[config.mk]
export PLATFORM = sky130hd
export DESIGN_NAME = caf_filter_bank
export DESIGN_NICKNAME = d
export VERILOG_FILES = /design/src/hdl/caf_pkg.sv /design/src/hdl/caf_filter_bank.sv /design/src/hdl/caf_match.sv
export SDC_FILE = /design/constraint.sdc
export NUM_CORES = 2
export LEC_CHECK = 0
export CAP_MARGIN = 30
export CORE_ASPECT_RATIO = 0.7
export CORE_MARGIN = 2
export CORE_UTILIZATION = 58
export CTS_CLUSTER_SIZE = 28
export DETAILED_ROUTE_END_ITERATION = 10
export DONT_BUFFER_PORTS = 1
export MAX_ROUTING_LAYER = met4
export PLACE_DENSITY_LB_ADDON = 0.25
export SLEW_MARGIN = 20
export SYNTH_ARGS = -nofsm -noshare
export SYNTH_HDL_FRONTEND = slang
export SYNTH_HIERARCHICAL = 1
export SYNTH_SLANG_ARGS = --single-unit
[constraint.sdc]
create_clock -name i_mclk -period 20.5 [get_ports i_mclk]
set_input_delay 2.05 -clock i_mclk [delete_from_list [all_inputs] [get_ports i_mclk]]
set_output_delay 2.05 -clock i_mclk [all_outputs]
set_load 0.01 [all_outputs]
[src/hdl/caf_pkg.sv]
// Package for the acceptance filter identifier match block.
// Assumes one clock domain and an APB slave register port.
package caf_pkg;

  // ==========================================================================
  // Sizes and register map
  localparam int          CAF_NUM_FILTERS   = 16;
  localparam int          CAF_STD_ID_W      = 11;
  localparam int          CAF_EXT_ID_W      = 18;
  localparam int          CAF_REG_W         = 16;
  // Filter n standard pattern at byte 0x000 + 8*n, extended at 0x004 + 8*n.
  localparam logic [11:0] CAF_STD_OFS       = 12'h000;
  localparam logic [11:0] CAF_EXT_OFS       = 12'h004;
  localparam logic [11:0] CAF_FILTER_STRIDE = 12'h008;
  // Standard and extended mask registers, then the match result register.
  localparam logic [11:0] CAF_MASK_STD_OFS  = 12'h080;
  localparam logic [11:0] CAF_MASK_EXT_OFS  = 12'h084;
  localparam logic [11:0] CAF_RESULT_OFS    = 12'h088;

  // ==========================================================================
  // Field positions in the standard pattern register
  localparam int CAF_STD_ID_LSB  = 5;
  localparam int CAF_TYPE_BIT    = 3;
  localparam int CAF_EXT_HI_LSB  = 0;
  // Bits 15..5, 3, 1..0 are writable; 4 and 2 read as zero.
  localparam logic [15:0] CAF_STD_WMASK = 16'hFFEB;

  // Reset values (contents are unknown at power-on; zero chosen).
  localparam logic [15:0] CAF_PATTERN_RST = 16'h0000;

  // ==========================================================================
  // Received frame identifier from the protocol engine
  typedef struct packed {
    logic        valid;
    logic        is_ext;
    logic [10:0] std_id;
    logic [17:0] ext_id;
  } caf_frame_type;

endpackage
[src/hdl/caf_filter_bank.sv]
// Acceptance filter identifier match bank with APB register access.
// Assumes the protocol engine presents frames on i_mclk for one cycle.
//
// The placing of the registers and the APB register port were decided locally.
`timescale 1ns/1ps
`default_nettype none
module caf_filter_bank #(
  parameter int NUM_FILTERS = 16
) (
  // Clock and reset
  input  wire logic                   i_mclk,
  input  wire logic                   i_sys_rst,
  // APB slave
  input  wire logic                   i_psel,
  input  wire logic                   i_penable,
  input  wire logic                   i_pwrite,
  input  wire logic [11:0]            i_paddr,
  input  wire logic [31:0]            i_pwdata,
  output logic [31:0]                 o_prdata,
  output logic                        o_pready,
  output logic                        o_pslverr,
  // Protocol engine
  input  wire caf_pkg::caf_frame_type i_frame,
  // Result
  output logic                        o_accept_valid,
  output logic [NUM_FILTERS-1:0]      o_accept_hits
);
  import caf_pkg::*;

  if (NUM_FILTERS < 1 || NUM_FILTERS > CAF_NUM_FILTERS) begin : g_bad_num
    $error("NUM_FILTERS out of range");
  end

  // ==========================================================================
  // Register storage
  logic [15:0]            std_r [NUM_FILTERS];
  logic [15:0]            ext_r [NUM_FILTERS];
  logic [15:0]            mask_std_r;
  logic [15:0]            mask_ext_r;
  logic [NUM_FILTERS-1:0] hit_r;
  logic                   acc_r;
  logic [31:0]            rdata_r;
  logic                   ready_r;
  logic                   err_r;

  // ==========================================================================
  // Address decode
  logic        access;
  logic        wr_en;
  logic [11:0] rel;
  logic [3:0]  fidx;
  logic        in_bank;
  logic        is_std;
  logic        is_ext;
  logic        hit_mstd;
  logic        hit_mext;
  logic        hit_res;
  logic        mapped;

  assign access   = i_psel && i_penable && !ready_r;
  // Writes land on the completing edge, when the master sees pready high.
  assign wr_en    = i_psel && i_penable && ready_r && i_pwrite;
  assign rel      = i_paddr & 12'h07F;
  assign fidx     = rel[6:3];
  assign in_bank  = (i_paddr < CAF_MASK_STD_OFS) &&
                    (int'(fidx) < NUM_FILTERS);
  assign is_std   = in_bank && (rel[2:0] == CAF_STD_OFS[2:0]);
  assign is_ext   = in_bank && (rel[2:0] == CAF_EXT_OFS[2:0]);
  assign hit_mstd = i_paddr == CAF_MASK_STD_OFS;
  assign hit_mext = i_paddr == CAF_MASK_EXT_OFS;
  assign hit_res  = i_paddr == CAF_RESULT_OFS;
  assign mapped   = is_std || is_ext || hit_mstd || hit_mext || hit_res;

  // ==========================================================================
  // Read mux
  logic [31:0] rd_val;
  assign rd_val = is_std   ? {16'h0000, std_r[fidx] & CAF_STD_WMASK} :
                  is_ext   ? {16'h0000, ext_r[fidx]} :
                  hit_mstd ? {16'h0000, mask_std_r} :
                  hit_mext ? {16'h0000, mask_ext_r} :
                  hit_res  ? {{(32-NUM_FILTERS){1'b0}}, hit_r} :
                  32'h0000_0000;

  // ==========================================================================
  // Filter comparators
  logic [NUM_FILTERS-1:0] hit_nxt;
  for (genvar g = 0; g < NUM_FILTERS; g++) begin : g_flt
    caf_match u_match (
      .i_std_pat  (std_r[g]),
      .i_ext_pat  (ext_r[g]),
      .i_mask_std (mask_std_r),
      .i_mask_ext (mask_ext_r),
      .i_frame    (i_frame),
      .o_hit      (hit_nxt[g])
    );
  end

  // ==========================================================================
  // Register writes
  always_ff @(posedge i_mclk or posedge i_sys_rst) begin
    if (i_sys_rst) begin
      for (int i = 0; i < NUM_FILTERS; i++) begin
        std_r[i] <= CAF_PATTERN_RST;
        ext_r[i] <= CAF_PATTERN_RST;
      end
      mask_std_r <= CAF_PATTERN_RST;
      mask_ext_r <= CAF_PATTERN_RST;
    end else if (wr_en) begin
      if (is_std) begin
        std_r[fidx] <= i_pwdata[15:0] & CAF_STD_WMASK;
      end
      if (is_ext) begin
        ext_r[fidx] <= i_pwdata[15:0];
      end
      if (hit_mstd) begin
        mask_std_r <= i_pwdata[15:0];
      end
      if (hit_mext) begin
        mask_ext_r <= i_pwdata[15:0];
      end
    end
  end

  // ==========================================================================
  // APB answer, one wait state: pready rises the cycle after penable
  always_ff @(posedge i_mclk or posedge i_sys_rst) begin
    if (i_sys_rst) begin
      ready_r <= 1'b0;
      err_r   <= 1'b0;
      rdata_r <= 32'h0000_0000;
    end else begin
      ready_r <= access;
      err_r   <= access && !mapped;
      rdata_r <= (access && !i_pwrite) ? rd_val : 32'h0000_0000;
    end
  end

  // ==========================================================================
  // Match result, registered one cycle after the frame
  always_ff @(posedge i_mclk or posedge i_sys_rst) begin
    if (i_sys_rst) begin
      acc_r <= 1'b0;
      hit_r <= '0;
    end else begin
      acc_r <= i_frame.valid;
      if (i_frame.valid) begin
        hit_r <= hit_nxt;
      end
    end
  end

  assign o_prdata       = rdata_r;
  assign o_pready       = ready_r;
  assign o_pslverr      = err_r;
  assign o_accept_valid = acc_r;
  assign o_accept_hits  = hit_r;

  // ==========================================================================
  // Assertions
  logic [10:0] f0_sid;
  assign f0_sid = std_r[0][15:5];

  property p_reserved_zero;
    @(posedge i_mclk) disable iff (i_sys_rst)
      (std_r[0][4] == 1'b0) && (std_r[0][2] == 1'b0);
  endproperty
  a_reserved_zero: assert property (p_reserved_zero)
    else $error("Reserved pattern bits not zero");

  property p_std_mismatch;
    @(posedge i_mclk) disable iff (i_sys_rst)
      i_frame.valid && ((f0_sid ^ i_frame.std_id) & mask_std_r[15:5]) != '0
      |=> !hit_r[0];
  endproperty
  a_std_mismatch: assert property (p_std_mismatch)
    else $error("Filter 0 hit despite standard mismatch");

  property p_type_ext;
    @(posedge i_mclk) disable iff (i_sys_rst)
      i_frame.valid && mask_std_r[3] && std_r[0][3] && !i_frame.is_ext
      |=> !hit_r[0];
  endproperty
  a_type_ext: assert property (p_type_ext)
    else $error("Extended-only filter took a standard frame");

  property p_type_std;
    @(posedge i_mclk) disable iff (i_sys_rst)
      i_frame.valid && mask_std_r[3] && !std_r[0][3] && i_frame.is_ext
      |=> !hit_r[0];
  endproperty
  a_type_std: assert property (p_type_std)
    else $error("Standard-only filter took an extended frame");

  property p_ext_hi;
    @(posedge i_mclk) disable iff (i_sys_rst)
      i_frame.valid && i_frame.is_ext &&
      ((std_r[0][1:0] ^ i_frame.ext_id[17:16]) & mask_std_r[1:0]) != '0
      |=> !hit_r[0];
  endproperty
  a_ext_hi: assert property (p_ext_hi)
    else $error("Filter 0 hit despite extended high mismatch");

  property p_ext_lo;
    @(posedge i_mclk) disable iff (i_sys_rst)
      i_frame.valid && i_frame.is_ext &&
      ((ext_r[0] ^ i_frame.ext_id[15:0]) & mask_ext_r) != '0
      |=> !hit_r[0];
  endproperty
  a_ext_lo: assert property (p_ext_lo)
    else $error("Filter 0 hit despite extended low mismatch");

  property p_all_open;
    @(posedge i_mclk) disable iff (i_sys_rst)
      i_frame.valid && mask_std_r == 16'h0000 && mask_ext_r == 16'h0000
      |=> hit_r == {NUM_FILTERS{1'b1}};
  endproperty
  a_all_open: assert property (p_all_open)
    else $error("Open mask did not accept on every filter");

  property p_write_lands;
    @(posedge i_mclk) disable iff (i_sys_rst)
      wr_en && is_ext && fidx == 4'h1 |=> ext_r[1] == $past(i_pwdata[15:0]);
  endproperty
  a_write_lands: assert property (p_write_lands)
    else $error("Extended pattern write lost");

  property p_ready_once;
    @(posedge i_mclk) disable iff (i_sys_rst)
      i_psel && i_penable && !o_pready |=> o_pready ##1 !o_pready;
  endproperty
  a_ready_once: assert property (p_ready_once)
    else $error("APB ready not a single cycle pulse");

  c_write: cover property (@(posedge i_mclk) wr_en && is_std);
  c_hit: cover property (@(posedge i_mclk) o_accept_valid && o_accept_hits[0]);
  c_type: cover property (@(posedge i_mclk)
    i_frame.valid && mask_std_r[3] && i_frame.is_ext);
  c_err: cover property (@(posedge i_mclk) o_pslverr);
endmodule
`default_nettype wire

[src/hdl/caf_match.sv]
// One acceptance filter comparator.
// Assumes pattern and mask words come from registers on the same clock.
`timescale 1ns/1ps
`default_nettype none
module caf_match (
  // Pattern
  input  wire logic [15:0]            i_std_pat,
  input  wire logic [15:0]            i_ext_pat,
  // Mask
  input  wire logic [15:0]            i_mask_std,
  input  wire logic [15:0]            i_mask_ext,
  // Frame and result
  input  wire caf_pkg::caf_frame_type i_frame,
  output logic                        o_hit
);
  import caf_pkg::*;
  logic [10:0] sid_pat;
  logic [17:0] eid_pat;
  logic [10:0] sid_msk;
  logic [17:0] eid_msk;
  logic        type_en;
  logic        type_sel;
  logic        sid_ok;
  logic        eid_ok;
  logic        type_ok;

  assign sid_pat  = i_std_pat[15:CAF_STD_ID_LSB];
  assign eid_pat  = {i_std_pat[1:CAF_EXT_HI_LSB], i_ext_pat};
  assign sid_msk  = i_mask_std[15:CAF_STD_ID_LSB];
  assign eid_msk  = {i_mask_std[1:0], i_mask_ext};
  assign type_en  = i_mask_std[CAF_TYPE_BIT];
  assign type_sel = i_std_pat[CAF_TYPE_BIT];
  assign sid_ok   = ((sid_pat ^ i_frame.std_id) & sid_msk) == '0;
  // Extended bits only count for frames that carry them.
  assign eid_ok   = !i_frame.is_ext ||
                    (((eid_pat ^ i_frame.ext_id) & eid_msk) == '0);
  assign type_ok  = !type_en || (type_sel == i_frame.is_ext);
  assign o_hit    = sid_ok && eid_ok && type_ok;
endmodule
`default_nettype wire

==> results.md <==
- RSZ-0062 raised after global routing: false
- Starting Density: 58.6%
- Post-DP HPWL: 72,100 um
- Post-synthesis async set-or-reset flop share: 100%
- Peak supply drop: 57.3 uV
- Layout area overhead: 7.73%
- Worst slew pin tran: 1060 ps
- Vias: 22,600
- Number of flops mapped to enable cells by yosys: 0
- Buffers & Inverters on Critical Path: 1
- Initial antenna violation count: 1
- Slowest CP cell: nand3_1
- Layout cell share with drive strength beyond 1: 36.2%
- CTS Hold Bufs: 0
- GRT Util Overall: 38.1%
- Cell Pwr Density: 65.0 nW/um2
- Initial DRC Count: 2,745
- Top post-synthesis cells by area: dfrtp_1 (42%), mux2_2 (20%), xor2_1 (13%)
- Reg2reg setup slack: 17,700 ps
- FF/Latch Area: 13,700 um2
- CTS tree: built
- Nets: 2,507
- Mapped Cells: 2,484
- Grt ovf: 0
- # rows: 72
- CP top delay family: simple AND/OR/NAND/NOR gates
- Multi-input gate area: 17,800 um2
- DP Cell Count: 3,105
- CP required: 21,000 ps
- Worst hold slack: 515 ps
- Io pins: 131
- Setup Skew: 13.2 ps
- Share of the synthesized area in the top cell type: 42.4%
- Avg WL per Cell: 33.2 um
- Final WL: 107,000 um
- Netlist Area Pre-Place: 32,300 um2
- Die Wd: 286 um
- Top FF cell, synth: dfrtp_1
- Critical Path, Cell by Cell: nor4_4, nand3_1, nor2_1, buf_4, a221oi_1, o21a_1
- First-pass GRT wire length: 155,000 um
- Max_cap viols: 0
- Final Cycle Share: 20.6%
- Synth cell types: 54
- Setup Crit Path Kind: primary input to flip-flop
- Hold crit path type: flip-flop to flip-flop
- Finished Layout Cells: 3,209
- Top-count cell post-synth: mux2_2
- H-tree Lvls: 2
- Post-CTS Resized: 0
- Vias in the first global route: 22,100
- DR pass1 iterations: 6
- Critical path data arrival time: 4720 ps
- Largest net degree at the start of global routing: 172
- Fillers: 4,207
- Worst setup EP type: flip-flop
- Vias/cell: 7.06
- Core Area: 55,100 um2
- Leak: 0.0169 uW
- Residual DRC: 0
- Post-CTS setup buffer count: 0
- Post-synth top area cell: dfrtp_1
- Setup WS post-layout: 16,280 ps
- Top cells by count, synth: mux2_2 (560), dfrtp_1 (547), xor2_1 (480), mux4_2 (92), a22oi_1 (90)
- Pins Over Slew Limit: 0
- Dpl cell area: 32,800 um2
- IO buf count: 0
- Run status: finished, final reports clean
- Synthesized area per cell: 13.0 um2
- Design area: 34,800 um2
- Die area: 57,600 um2
- Final ANT Viol Nets: 0
- Root buf cell: clkbuf_16
- Final Hold Vio Count: 0
- Synth Warn #: 6
- Seq/Total Area, Yosys: 42.4%
- Setup TNS: 0 ps
- Max stage delay on crit path: 780 ps
- TritonCTS sink count: 547
- GPL Wtd Cong: 1.01
- Register bit count reported by yosys: 547
- CTS Buf Count: 54
- Pre-CTS setup slack: 15,670 ps
- Die height: 201 um
- Critical path launch point type: primary input
- Fmax: 237 MHz
- CTS max path bufs: 3
- Worst-path clk slew: 70 ps
- Final Setup Violations: 0
- CP Max Fanout: 10
- Tmin final: 4220 ps
- Clk Latency, worst-skew pair: 630 ps
- Slew headroom: 29.0%
## registers in the layout (all words and copies together) (netlist names)
name            count
o_pready            1
o_accept_hits      16
o_prdata           16
o_accept_valid      1
ext_r             256
mask_ext_r         16
std_r             213
o_pslverr           1
f0_sid             11
mask_std_r         16
## through the flow
stage / power (uW) / util [%]
after global placement: 1190 / 59.1
after detailed placement: 1200 / 59.5
after CTS: 2270 / 62.9
after floorplan: 1200 / -
final: 2260 / 63.1
after global routing: 2330 / 63.1
## layout by cell type (no fill, tap or decap), drive strengths merged, types with 20 or more instances in the layout
master  instances
buf            30
xor2          480
clkbuf         74
a21oi          25
a22oi          90
nand4          34
nand2          64
mux2          564
dfrtp         547
o21ai          20
mux2i          39
mux4           92
o22ai          29
a22o           89
nor3           21
a221oi         96
and3           22
## metal layers
layer	GRT usage, %	share of wire, %
met5	-	0
met4	10.8	3.1
met3	15.4	14
met2	48.8	40
met1	54.8	42
## layout make-up
type | instances | share of cell area, %
inverter | 2 | 0.0575
sequential | 547 | 39.3
antenna | 2 | 0.0144
tap | 740 | 2.66
multi-input combinational | 1792 | 51.3
timing repair buffer | 30 | 1.19
clock inverter | 22 | 0.903
clock buffer | 74 | 4.53
## worst paths after layout
| kind | start | end | cells past startpoint |
|---|---|---|---|
| max | i_paddr[8] | o_prdata[14]$_DFF_PP0_ | 6 |
| min | mask_std_r[2]$_DFFE_PP0P_ | mask_std_r[2]$_DFFE_PP0P_ | 1 |
| max reg2reg | o_pready$_DFF_PP0_ | std_r[65]$_DFFE_PP0P_ | 5 |
| min reg2reg | mask_std_r[2]$_DFFE_PP0P_ | mask_std_r[2]$_DFFE_PP0P_ | 1 |
| max in group asynchronous | i_sys_rst | ext_r[109]$_DFFE_PP0P_ | 4 |
| min in group asynchronous | i_sys_rst | std_r[195]$_DFFE_PP0P_ | 1 |
## cell families after synthesis
kind of cell | count (synthesis) | share of synthesized area (%)
other cells | 1 | 0.0116
buf+inv | 160 | 2.53
compound gates | 388 | 10.9
flops | 547 | 42.4
simple gates | 213 | 3.85
xor+xnor | 480 | 13.0
mux | 695 | 27.3
## report_power, final
| group | internal, uW | switching (uW) | total, uW |
|---|---|---|---|
| sequential | 1080 | 1.07 | 1080 |
| combinational | 39.9 | 57.7 | 97.5 |
| clock | 635 | 449 | 1080 |
| total | 1760 | 508 | 2260 |
(Power assumes the default switching activity.)
